[config.mk]
export PLATFORM = sky130hd
export DESIGN_NAME = sts_sequencer
export DESIGN_NICKNAME = d
export VERILOG_FILES = /design/src/core/sts_pkg.sv /design/src/core/sts_sequencer.sv
export SDC_FILE = /design/constraint.sdc
export NUM_CORES = 1
export LEC_CHECK = 0
export ABC_AREA = 1
export BUFFER_PORTS_ARGS = -buffer_cell sky130_fd_sc_hd__buf_2
export CAP_MARGIN = 0
export CORE_ASPECT_RATIO = 1.75
export CORE_MARGIN = 4
export CORE_UTILIZATION = 63
export CTS_CLUSTER_DIAMETER = 50
export DETAILED_ROUTE_END_ITERATION = 8
export GPL_TIMING_DRIVEN = 0
export PLACE_DENSITY = 0.88
export SYNTH_ARGS = -nofsm -noshare
export SYNTH_HDL_FRONTEND = slang
export SYNTH_SLANG_ARGS = --single-unit
[constraint.sdc]
create_clock -name pclk -period 9.5 [get_ports pclk]
set_input_delay 0.95 -clock pclk [delete_from_list [all_inputs] [get_ports pclk]]
set_output_delay 0.95 -clock pclk [all_outputs]
set_load 0.1 [all_outputs]
[src/core/sts_pkg.sv]
package sts_pkg;
	// ****************************************
	// apb register map
	// ****************************************
	localparam logic [7:0]  ADDR_COMPTIME  = 8'h00;
	localparam logic [7:0]  ADDR_LOGSEL    = 8'h04;
	localparam logic [7:0]  ADDR_LOGDATA   = 8'h08;
	localparam logic [7:0]  ADDR_STATUS    = 8'h0C;
	localparam logic [7:0]  ADDR_LOGCNT    = 8'h10;
	localparam logic [15:0] COMPTIME_RST   = 16'hFFFF; // means 65 s or longer
	localparam int          EXT_TIME_S     = 65;
	// ****************************************
	// scsi status, sense keys and codes
	// ****************************************
	localparam logic [7:0]  STAT_GOOD      = 8'h00;
	localparam logic [7:0]  STAT_CHECK     = 8'h02;
	localparam logic [3:0]  KEY_NONE       = 4'h0;
	localparam logic [3:0]  KEY_NOT_READY  = 4'h2;
	localparam logic [3:0]  KEY_HW_ERR     = 4'h4;
	localparam logic [3:0]  KEY_ILLEGAL    = 4'h5;
	localparam logic [7:0]  ASC_NR         = 8'h04;
	localparam logic [7:0]  ASCQ_NR_TEST   = 8'h09;
	localparam logic [7:0]  ASC_FAILED     = 8'h3E;
	localparam logic [7:0]  ASCQ_FAILED    = 8'h03;
	localparam logic [7:0]  ASC_BAD_FIELD  = 8'h24;
	localparam logic [7:0]  ASCQ_ZERO      = 8'h00;
	// ****************************************
	// function codes, results, command kinds
	// ****************************************
	localparam logic [2:0]  FC_NONE        = 3'b000;
	localparam logic [2:0]  FC_BG_SHORT    = 3'b001;
	localparam logic [2:0]  FC_BG_EXT      = 3'b010;
	localparam logic [2:0]  FC_BG_ABORT    = 3'b100;
	localparam logic [2:0]  FC_FG_SHORT    = 3'b101;
	localparam logic [2:0]  FC_FG_EXT      = 3'b110;
	localparam logic [3:0]  RES_OK         = 4'h0;
	localparam logic [3:0]  RES_ABORT_DIAG = 4'h1;
	localparam logic [3:0]  RES_ABORT_OTH  = 4'h2;
	localparam logic [3:0]  RES_FAIL_SEG   = 4'h7;
	localparam logic [3:0]  RES_RUNNING    = 4'hF;
	localparam logic [2:0]  CMD_OTHER      = 3'd0;
	localparam logic [2:0]  CMD_INQUIRY    = 3'd1;
	localparam logic [2:0]  CMD_REPORT_LUN = 3'd2;
	localparam logic [2:0]  CMD_REQ_SENSE  = 3'd3;
	localparam logic [2:0]  CMD_SEND_DIAG  = 3'd4;
	localparam logic [2:0]  CMD_WB_UCODE   = 3'd5;
	localparam logic [2:0]  CMD_FORMAT     = 3'd6;
	localparam logic [2:0]  CMD_START_STOP = 3'd7;
	// ****************************************
	// step codes for the mechanical engine
	// ****************************************
	localparam logic [3:0]  STEP_NONE      = 4'd0;
	localparam logic [3:0]  STEP_SPIN      = 4'd1;
	localparam logic [3:0]  STEP_WRC       = 4'd2;
	localparam logic [3:0]  STEP_SEEK      = 4'd3;
	localparam logic [3:0]  STEP_SMART     = 4'd4;
	localparam logic [3:0]  STEP_HEAD      = 4'd5;
	localparam logic [3:0]  STEP_RVERIFY   = 4'd6;
	localparam logic [3:0]  STEP_SVERIFY   = 4'd7;
	localparam logic [15:0] SEEK_COUNT     = 16'd256;
	localparam logic [15:0] RVERIFY_COUNT  = 16'd4000;
	localparam logic [15:0] SHORT_FIRST_MB = 16'd300;
	localparam logic [15:0] SHORT_LAST_MB  = 16'd100;
	// ****************************************
	// step index list, log and timing
	// ****************************************
	localparam logic [3:0]  IDX_READY      = 4'd0;
	localparam logic [3:0]  IDX_SPIN       = 4'd1;
	localparam logic [3:0]  IDX_SEEK       = 4'd3;
	localparam logic [3:0]  IDX_FMT        = 4'd5;
	localparam logic [3:0]  IDX_LAST       = 4'd9;
	localparam int          LOG_DEPTH      = 20;
	localparam logic [4:0]  LOG_TOP        = 5'd19;
	localparam int          CLK_HZ         = 10_000_000;
	localparam int          SUSPEND_S      = 2;
	localparam int          SUSPEND_CYC    = CLK_HZ * SUSPEND_S;
endpackage

[src/core/sts_sequencer.sv]
`timescale 1ns/1ns
// Overview of operation
// - self-test bit runs default test; GOOD on pass, CHECK on failure
// - default test: spindle speed, per-head reserved-area write/read/compare, 256 seeks
// - extended test duration reported; FFFFh means 65 seconds or more
// - foreground short/extended test holds status until the test ends
// - foreground test: all but inquiry, report luns, request sense get NOT READY
// - foreground error is logged and answered HARDWARE ERROR, failed self-test
// - abort task, abort task set, clear task set stop foreground test, log updated
// - background request gets status once the command block is validated
// - after that status, log entry gets function code and result 0Fh
// - background running: reject self-test bit or codes other than 000b, 100b
// - background test pauses for ordinary commands within 2 seconds
// - code 100b, microcode write, format, start/stop end background test, log updated
// - running test answers request sense NOT READY with progress indication
// - log keeps the twenty most recently started tests
// - default test never writes the log
// - short and extended run segments 1h to 8h in order, numbers reported
// - random verify segment does 4000 verifies, fails on uncorrectable error
// - segment 7h verifies first 300MB and last 100 MB, or every block; short test requests only the first 300MB
// - format check segment fails when medium is format corrupted
// - head check writes then reads every head in the reserved area
module sts_sequencer import sts_pkg::*; #(
	parameter int SUSP_LIMIT = SUSPEND_CYC
) (
	input  wire logic        pclk,
	input  wire logic        presetn,
	input  wire logic        psel,
	input  wire logic        penable,
	input  wire logic        pwrite,
	input  wire logic [7:0]  paddr,
	input  wire logic [31:0] pwdata,
	output logic      [31:0] prdata,
	output logic             pready,
	output logic             pslverr,
	input  wire logic        cmd_valid,
	output logic             cmd_ready,
	input  wire logic [2:0]  cmd_kind,
	input  wire logic        cmd_default_test_request_bit,
	input  wire logic [2:0]  cmd_func_code,
	input  wire logic        tmf_abort,
	output logic             rsp_valid,
	output logic      [7:0]  rsp_status,
	output logic      [3:0]  rsp_sense_key,
	output logic      [7:0]  rsp_asc,
	output logic      [7:0]  rsp_ascq,
	output logic      [15:0] rsp_progress,
	output logic             fwd_valid,
	output logic      [2:0]  fwd_kind,
	input  wire logic        fwd_done,
	output logic             step_start,
	output logic             step_abort,
	output logic      [3:0]  step_code,
	output logic      [15:0] step_count,
	output logic             step_full,
	input  wire logic        step_done,
	input  wire logic        step_fail,
	input  wire logic        drive_ready,
	input  wire logic        media_fmt_corrupt,
	output logic      [15:0] ext_completion_time,
	output logic             test_busy
);
	typedef enum logic [1:0] {MD_IDLE, MD_DEFAULT, MD_FG, MD_BG} sts_mode_e;
	typedef enum logic [2:0] {ST_IDLE, ST_INIT, ST_ISSUE, ST_WAIT, ST_DONE} sts_state_e;

	// ****************************************
	// helpers
	// ****************************************
	// segment number of a step index
	function automatic logic [3:0] idx_seg(input logic [3:0] i);
		case (i)
			4'd0:                idx_seg = 4'h1;
			4'd1, 4'd2, 4'd3:    idx_seg = 4'h2;
			4'd4:                idx_seg = 4'h3;
			4'd5:                idx_seg = 4'h4;
			4'd6:                idx_seg = 4'h5;
			4'd7:                idx_seg = 4'h6;
			4'd8:                idx_seg = 4'h7;
			default:             idx_seg = 4'h8;
		endcase
	endfunction
	// engine step of a step index
	function automatic logic [3:0] idx_step(input logic [3:0] i);
		case (i)
			4'd1:          idx_step = STEP_SPIN;
			4'd2:          idx_step = STEP_WRC;
			4'd3:          idx_step = STEP_SEEK;
			4'd4, 4'd9:    idx_step = STEP_SMART;
			4'd6:          idx_step = STEP_HEAD;
			4'd7:          idx_step = STEP_RVERIFY;
			4'd8:          idx_step = STEP_SVERIFY;
			default:       idx_step = STEP_NONE;
		endcase
	endfunction
	// ring pointer step back
	function automatic logic [4:0] ring_back(input logic [4:0] p, input logic [4:0] n);
		logic [5:0] s;
		s = {1'b0, p} + 6'd20 - {1'b0, n};
		ring_back = (s >= 6'd20) ? 5'(s - 6'd20) : s[4:0];
	endfunction

	sts_mode_e  mode_q;
	sts_state_e state_q;
	logic [3:0]  idx_q;
	logic        ext_q;
	logic [2:0]  func_q;
	logic [3:0]  res_q;
	logic [3:0]  fseg_q;
	logic        tmf_end_q;
	logic        susp_q;
	logic [24:0] susp_cnt_q;
	logic [11:0] log_q [LOG_DEPTH];
	logic [4:0]  wptr_q;
	logic [4:0]  cur_q;
	logic [4:0]  cnt_q;
	logic [15:0] comptime_q;
	logic [4:0]  logsel_q;
	logic        ack_q;
	logic [31:0] prdata_q;
	logic        rsp_valid_q;
	logic [7:0]  rsp_status_q;
	logic [3:0]  rsp_key_q;
	logic [7:0]  rsp_asc_q;
	logic [7:0]  rsp_ascq_q;
	logic [15:0] rsp_prog_q;
	logic        fwd_valid_q;
	logic [2:0]  fwd_kind_q;
	logic        step_start_q;
	logic        step_abort_q;
	logic [3:0]  step_code_q;
	logic [15:0] step_count_q;
	logic        step_full_q;

	// ****************************************
	// command decode
	// ****************************************
	wire        running   = (mode_q != MD_IDLE);
	wire        take      = cmd_valid & cmd_ready;
	wire        is_sd     = (cmd_kind == CMD_SEND_DIAG);
	wire        sbit      = cmd_default_test_request_bit;
	wire        fc_fg     = (cmd_func_code == FC_FG_SHORT) | (cmd_func_code == FC_FG_EXT);
	wire        fc_bg     = (cmd_func_code == FC_BG_SHORT) | (cmd_func_code == FC_BG_EXT);
	wire        exempt    = (cmd_kind == CMD_INQUIRY) | (cmd_kind == CMD_REPORT_LUN);
	wire        is_rs     = (cmd_kind == CMD_REQ_SENSE);
	wire        bg_kill   = (is_sd & ~sbit & (cmd_func_code == FC_BG_ABORT))
		| (cmd_kind == CMD_WB_UCODE) | (cmd_kind == CMD_FORMAT)
		| (cmd_kind == CMD_START_STOP);
	wire        bg_reject = is_sd & (sbit | ((cmd_func_code != FC_NONE)
		& (cmd_func_code != FC_BG_ABORT)));
	wire        fg_run    = (mode_q == MD_FG) | (mode_q == MD_DEFAULT);
	wire        bg_run    = (mode_q == MD_BG);
	wire        in_flight = (state_q == ST_WAIT);
	wire [3:0]  seg_now   = idx_seg(idx_q);
	wire [15:0] progress  = {3'(seg_now - 4'h1), 13'h0000};
	wire [3:0]  last_idx  = (mode_q == MD_DEFAULT) ? IDX_SEEK : IDX_LAST;
	wire        susp_late = susp_q & in_flight & (susp_cnt_q == 25'(SUSP_LIMIT - 1));
	// immediate pass or fail for segments checked inline
	wire        inline_chk = (idx_q == IDX_READY) | (idx_q == IDX_FMT);
	wire        inline_bad = (idx_q == IDX_READY) ? ~drive_ready : media_fmt_corrupt;
	wire        bg_abort  = take & bg_run & ~bg_reject & bg_kill;
	wire        fg_abort  = tmf_abort & fg_run & (state_q != ST_DONE);
	wire        log_write = ((state_q == ST_DONE) & (mode_q != MD_DEFAULT))
		| (state_q == ST_INIT);

	assign cmd_ready = (state_q != ST_DONE) & ~(fg_run & tmf_abort);

	// ****************************************
	// sequencer
	// ****************************************
	// mode, step walk and outcome
	always_ff @(posedge pclk or negedge presetn) begin
		if (!presetn) begin
			mode_q    <= MD_IDLE;
			state_q   <= ST_IDLE;
			idx_q     <= 4'h0;
			ext_q     <= 1'b0;
			func_q    <= FC_NONE;
			res_q     <= RES_OK;
			fseg_q    <= 4'h0;
			tmf_end_q <= 1'b0;
		end else begin
			case (state_q)
				ST_IDLE: begin
					if (take & is_sd & sbit) begin
						mode_q  <= MD_DEFAULT;
						idx_q   <= IDX_SPIN;
						state_q <= ST_ISSUE;
					end else if (take & is_sd & (fc_fg | fc_bg)) begin
						mode_q  <= fc_fg ? MD_FG : MD_BG;
						ext_q   <= cmd_func_code[1];
						func_q  <= cmd_func_code;
						idx_q   <= IDX_READY;
						state_q <= ST_INIT;
					end
					res_q     <= RES_OK;
					fseg_q    <= 4'h0;
					tmf_end_q <= 1'b0;
				end
				ST_INIT: begin
					state_q <= ST_ISSUE;
				end
				ST_ISSUE: begin
					if (inline_chk & inline_bad) begin
						res_q   <= RES_FAIL_SEG;
						fseg_q  <= seg_now;
						state_q <= ST_DONE;
					end else if (inline_chk) begin
						idx_q <= idx_q + 4'h1;
					end else if (!susp_q) begin
						state_q <= ST_WAIT;
					end
				end
				ST_WAIT: begin
					if (susp_late) begin
						state_q <= ST_ISSUE;
					end else if (step_done & step_fail) begin
						res_q   <= RES_FAIL_SEG;
						fseg_q  <= seg_now;
						state_q <= ST_DONE;
					end else if (step_done & (idx_q == last_idx)) begin
						state_q <= ST_DONE;
					end else if (step_done) begin
						idx_q   <= idx_q + 4'h1;
						state_q <= ST_ISSUE;
					end
				end
				ST_DONE: begin
					mode_q  <= MD_IDLE;
					state_q <= ST_IDLE;
				end
				default: state_q <= ST_IDLE;
			endcase
			if (bg_abort | fg_abort) begin
				res_q     <= (bg_abort & is_sd) ? RES_ABORT_DIAG : RES_ABORT_OTH;
				fseg_q    <= seg_now;
				tmf_end_q <= fg_abort;
				state_q   <= ST_DONE;
			end
		end
	end

	// background suspension and watchdog
	always_ff @(posedge pclk or negedge presetn) begin
		if (!presetn) begin
			susp_q     <= 1'b0;
			susp_cnt_q <= 25'h000_0000;
		end else begin
			if (take & bg_run & ~bg_kill & ~is_sd & ~is_rs)
				susp_q <= 1'b1;
			else if (fwd_done | ~bg_run)
				susp_q <= 1'b0;
			susp_cnt_q <= (susp_q & in_flight) ? susp_cnt_q + 25'h000_0001 : 25'h000_0000;
		end
	end

	// ****************************************
	// command answers and forwarding
	// ****************************************
	always_ff @(posedge pclk or negedge presetn) begin
		if (!presetn) begin
			rsp_valid_q  <= 1'b0;
			rsp_status_q <= STAT_GOOD;
			rsp_key_q    <= KEY_NONE;
			rsp_asc_q    <= 8'h00;
			rsp_ascq_q   <= 8'h00;
			rsp_prog_q   <= 16'h0000;
			fwd_valid_q  <= 1'b0;
			fwd_kind_q   <= CMD_OTHER;
		end else begin
			rsp_valid_q  <= 1'b0;
			rsp_status_q <= STAT_GOOD;
			rsp_key_q    <= KEY_NONE;
			rsp_asc_q    <= 8'h00;
			rsp_ascq_q   <= 8'h00;
			rsp_prog_q   <= 16'h0000;
			fwd_valid_q  <= 1'b0;
			fwd_kind_q   <= cmd_kind;
			if ((state_q == ST_DONE) & fg_run & ~tmf_end_q) begin
				rsp_valid_q <= 1'b1;
				if (res_q != RES_OK) begin
					rsp_status_q <= STAT_CHECK;
					rsp_key_q    <= KEY_HW_ERR;
					rsp_asc_q    <= ASC_FAILED;
					rsp_ascq_q   <= ASCQ_FAILED;
				end
			end else if (take & running & is_rs) begin
				rsp_valid_q  <= 1'b1;
				rsp_key_q    <= KEY_NOT_READY;
				rsp_asc_q    <= ASC_NR;
				rsp_ascq_q   <= ASCQ_NR_TEST;
				rsp_prog_q   <= progress;
			end else if (take & ((fg_run & ~exempt) | (bg_run & bg_reject))) begin
				rsp_valid_q  <= 1'b1;
				rsp_status_q <= STAT_CHECK;
				rsp_key_q    <= KEY_NOT_READY;
				rsp_asc_q    <= ASC_NR;
				rsp_ascq_q   <= ASCQ_NR_TEST;
			end else if (take & is_sd & ~(~running & (sbit | fc_fg))) begin
				rsp_valid_q  <= 1'b1;
				if (~running & ~sbit & ~fc_bg & (cmd_func_code != FC_NONE)
					& (cmd_func_code != FC_BG_ABORT)) begin
					rsp_status_q <= STAT_CHECK;
					rsp_key_q    <= KEY_ILLEGAL;
					rsp_asc_q    <= ASC_BAD_FIELD;
					rsp_ascq_q   <= ASCQ_ZERO;
				end
			end else if (take & ~running & is_rs) begin
				rsp_valid_q <= 1'b1;
			end else if (take & ~is_sd) begin
				fwd_valid_q <= 1'b1;
			end
		end
	end

	// ****************************************
	// step engine requests
	// ****************************************
	always_ff @(posedge pclk or negedge presetn) begin
		if (!presetn) begin
			step_start_q <= 1'b0;
			step_abort_q <= 1'b0;
			step_code_q  <= STEP_NONE;
			step_count_q <= 16'h0000;
			step_full_q  <= 1'b0;
		end else begin
			step_start_q <= (state_q == ST_ISSUE) & ~inline_chk & ~susp_q
				& ~bg_abort & ~fg_abort;
			step_abort_q <= in_flight & (susp_late | bg_abort | fg_abort);
			step_code_q  <= idx_step(idx_q);
			step_full_q  <= ext_q;
			case (idx_step(idx_q))
				STEP_SEEK:    step_count_q <= SEEK_COUNT;
				STEP_RVERIFY: step_count_q <= RVERIFY_COUNT;
				STEP_SVERIFY: step_count_q <= ext_q ? 16'h0000 : SHORT_FIRST_MB;
				default:      step_count_q <= 16'h0000;
			endcase
		end
	end

	// ****************************************
	// results log
	// ****************************************
	// newest entry sits just behind the write pointer
	always_ff @(posedge pclk or negedge presetn) begin
		if (!presetn) begin
			wptr_q <= 5'h00;
			cur_q  <= 5'h00;
			cnt_q  <= 5'h00;
		end else if (state_q == ST_INIT) begin
			cur_q  <= wptr_q;
			wptr_q <= (wptr_q == LOG_TOP) ? 5'h00 : wptr_q + 5'h01;
			cnt_q  <= (cnt_q == 5'(LOG_DEPTH)) ? cnt_q : cnt_q + 5'h01;
		end
	end

	always_ff @(posedge pclk) begin
		if (log_write)
			log_q[(state_q == ST_INIT) ? wptr_q : cur_q] <= (state_q == ST_INIT)
				? {1'b0, func_q, RES_RUNNING, 4'h0}
				: {1'b0, func_q, res_q, fseg_q};
	end

	// ****************************************
	// apb slave, one wait state
	// ****************************************
	wire        apb_acc  = psel & penable;
	wire        wr_en    = apb_acc & ack_q & pwrite;
	wire        addr_ok  = (paddr == ADDR_COMPTIME) | (paddr == ADDR_LOGSEL)
		| (paddr == ADDR_LOGDATA) | (paddr == ADDR_STATUS) | (paddr == ADDR_LOGCNT);
	wire [4:0]  rd_slot  = ring_back(wptr_q, logsel_q + 5'h01);
	wire        sel_ok   = (logsel_q < cnt_q);
	wire [31:0] rd_mux   = (paddr == ADDR_COMPTIME) ? {16'h0000, comptime_q}
		: (paddr == ADDR_LOGSEL)  ? {27'h000_0000, logsel_q}
		: (paddr == ADDR_LOGDATA) ? (sel_ok ? {19'h0_0000, 1'b1, log_q[rd_slot]}
			: 32'h0000_0000)
		: (paddr == ADDR_STATUS)  ? {8'h00, progress, susp_q, mode_q, 1'b0, res_q}
		: (paddr == ADDR_LOGCNT)  ? {27'h000_0000, cnt_q}
		: 32'h0000_0000;

	// register writes and captured read data
	always_ff @(posedge pclk or negedge presetn) begin
		if (!presetn) begin
			ack_q      <= 1'b0;
			prdata_q   <= 32'h0000_0000;
			comptime_q <= COMPTIME_RST;
			logsel_q   <= 5'h00;
		end else begin
			ack_q <= apb_acc & ~ack_q;
			if (apb_acc & ~ack_q)
				prdata_q <= rd_mux;
			if (wr_en & (paddr == ADDR_COMPTIME))
				comptime_q <= pwdata[15:0];
			if (wr_en & (paddr == ADDR_LOGSEL))
				logsel_q <= pwdata[4:0];
		end
	end

	assign pready              = apb_acc & ack_q;
	assign pslverr             = apb_acc & ack_q & ~addr_ok;
	assign prdata              = prdata_q;
	assign ext_completion_time = comptime_q;
	assign rsp_valid           = rsp_valid_q;
	assign rsp_status          = rsp_status_q;
	assign rsp_sense_key       = rsp_key_q;
	assign rsp_asc             = rsp_asc_q;
	assign rsp_ascq            = rsp_ascq_q;
	assign rsp_progress        = rsp_prog_q;
	assign fwd_valid           = fwd_valid_q;
	assign fwd_kind            = fwd_kind_q;
	assign step_start          = step_start_q;
	assign step_abort          = step_abort_q;
	assign step_code           = step_code_q;
	assign step_count          = step_count_q;
	assign step_full           = step_full_q;
	assign test_busy           = running;
endmodule // sts_sequencer

==> results.tsv <==
metric	value	unit
grt_first_pass_wirelength	68700	um
route.vias.total	12900	
synth_top_area_cell	edfxtp_1	
antenna_found_initial	0	
drive_above_1_share	19.1	%
hold_buffers	0	
grt_pass1_vias	12900	
yosys-top-cells-area	edfxtp_1 41%, dfrtp_1 17%, nand2_1 7.3%, nor2_1 3.2%, inv_1 3.1%	
io_buffers	115	
rows	77	
io_pins	183	
drc	0	
clk_latency	0.57	ns
setup_violations	0	
ys_ff_latch	347	
post-cts-setup-buffers	0	
syn-cell-area	16300	um2
slew_violations	12	
arrival	4.35	ns
tns	0	ns
ys_types	62	
p_comb_share	54.4	%
end_kind	register	
die_h	221	um
max_freq	239	MHz
fin_nets	1866	
status	complete, but fails checks	
synthFlopType	edfxtp_1	
yosysTopAreaCellShare	40.6	%
synthCells	1582	
cap_viol_max_count	1	
reg2reg_slack	5.32	ns
detail-route-antenna-nets	0	
slew_headroom	-4.91	%
cts_buffers	28	
start_util	64.2	%
ir_drop	0.261	mV
n_antenna_cell	0	
switchingPower	3.45	mW
critPathKind	reg -> reg	
postCtsResizedCells	0	
synth_async_sr_flop_share	36.6	%
syn_area_per_cell	10.3	um2
r2r_cells	7	
cp-startpoint	state_q[1]	
tightest_slew	1.57	ns
cts_max_path_buffers	3	
place_congestion	1.01	
r2r-end	log_q[1][3]	
wl	44600	um
dp_hpwl	31600	um
core	25300	um2
required	9.67	ns
drtPass1Iterations	7	
p_int	3.57	mW
grt_max_degree	104	
violations	capacitance limit, slew limit	
fp.dieW	130	um
worstSetupStartpointType	register	
avgViaCountPerCell	6.09	
grt-ovfl-total	0	
htreeDepth	1	
cts_tree	yes	
die_area	28600	um2
p_leak	7.98	nW
clkSinkCount	347	
ys_seq_area_share	60.2	%
clk_pin_slew	0.07	ns
hold_viol_final	0	
avgRoutedWirePerCell	21.1	um
hp-class	in -> async	
yosys_warnings	0	
grtUsageTotal	31.6	%
area_growth	13.1	%
clock_power_share	17.0	%
fin_crit	4.18	ns
clock_skew	0.00871	ns
setup_slack	5.32	ns
grt_setup_unrepaired	no	
path_max_fanout	29	
reg2reg_from	state_q[1]	
drt_iter0_drc	1309	
dp_cells	2064	
root_buffer	clkbuf_16	
pre_cts_ws	5.51	ns
power_density	382	nW/um2
fin_crit_sh	44.0	%
synth_edf_count	220	
stdcell_count	2116	
p_seq_share	28.6	%
switching_share	49.1	%
==> routing by layer <==
metal	track usage, %	vias up	part of all wire, %
li1	-	5699	-
met3	4.66	244	8.0
met1	33.0	6104	31
met4	22.3	0	8.6
met2	57.0	838	53
met5	0	-	0
==> critical path: stages (launching register included) <==
cell and delay [ns]:
dfrtp_1 0.44, nor3_4 1.00, inv_2 0.28, nor2_1 0.32, inv_1 0.09, o21ai_2 0.12
nand3_1 0.27, nor2_1 1.25
==> worst max path at each step <==
stage               cells past startpoint          end  slack [ns]
floorplan                               4      pslverr        3.94
global placement                       18    prdata[9]        5.66
detailed placement                      7  log_q[1][6]        5.51
CTS                                     7  log_q[1][4]        5.47
global route                           20    prdata[0]        5.22
finish                                  7  log_q[1][3]        5.32
==> final cells by class <==
type	count	area, um2
fillers	1709	6930
flip-flops and latches	347	9800
repair buffers	116	609
inverters	153	577
plain buffers	111	714
clock inverters	14	143
clock buffers	38	790
well taps	316	395
multi-input cells	1021	5370
==> through the flow <==
stage	power (mW)	hold slack, ns	instance area [um2]	utilization, %
finish	7.02	0.233	18400	72.6
global route	7.32	0.246	18400	72.6
CTS	6.89	0.235	18400	72.6
detailed placement	5.69	0.457	17500	68.9
global placement	5.56	0.445	17400	68.8
floorplan	4.60	0.433	16500	-
==> sequential cells by signal, summed over array words and instances (netlist names), 4 cells and up <==
name	flops
logsel_q	5
idx_q	4
cnt_q	5
fseg_q	4
cur_q	5
susp_cnt_q	25
prdata	19
wptr_q	5
step_count	4
log_q	220
ext_completion_time	16
==> synth_stat cells (18+ instances only) <==
master	n
edfxtp_1	220
buf_2	19
ha_1	28
a32o_1	19
nor2_1	138
a21oi_1	100
dfrtp_1	111
inv_1	134
nand3_1	96
buf_4	63
clkbuf_1	21
inv_2	18
nor3_1	20
nand2_1	316
o22ai_1	20
o21ai_0	63
==> power groups by stage <==
stage	registers, mW	clock network, mW	logic [mW]
2_1_floorplan	2.23	0	2.38
3_3_place_gp	2.02	0	3.54
3_5_place_dp	2.03	0	3.66
4_1_cts	2.00	1.19	3.70
5_1_grt	2.02	1.25	4.05
6_report	2.01	1.19	3.82
==> kinds of logic (layout without fill, tap and decap cells) <==
kind of cell / count (synthesis) / count (layout) / share of synthesized area, %
AOI/OAI and AO/OA: 265 / 265 / 9.84
xor gates and xnor gates: 16 / 16 / 0.861
other: 1 / 51 / 0.0230
adders and majority gates: 29 / 29 / 2.28
DFF: 347 / 347 / 60.2
buffers and inverters: 264 / 432 / 7.93
muxes: 8 / 8 / 0.553
and+or+nand+nor: 652 / 652 / 18.3
==> cell usage in the layout, fill, tap and decap left out, types with 16 or more instances in the layout <==
cell type / instances
o21ai_0: 63
o22ai_1: 20
a32o_1: 19
nor2_1: 137
a22oi_1: 16
nand3_1: 96
inv_1: 134
buf_2: 133
ha_1: 28
buf_4: 63
inv_2: 18
conb_1: 51
dfrtp_1: 111
dfstp_2: 16
clkbuf_16: 29
clkbuf_1: 27
nor3_1: 20
a21oi_1: 100
nand2_1: 316
edfxtp_1: 220
Note: power is estimated with default switching activity, not from simulation.
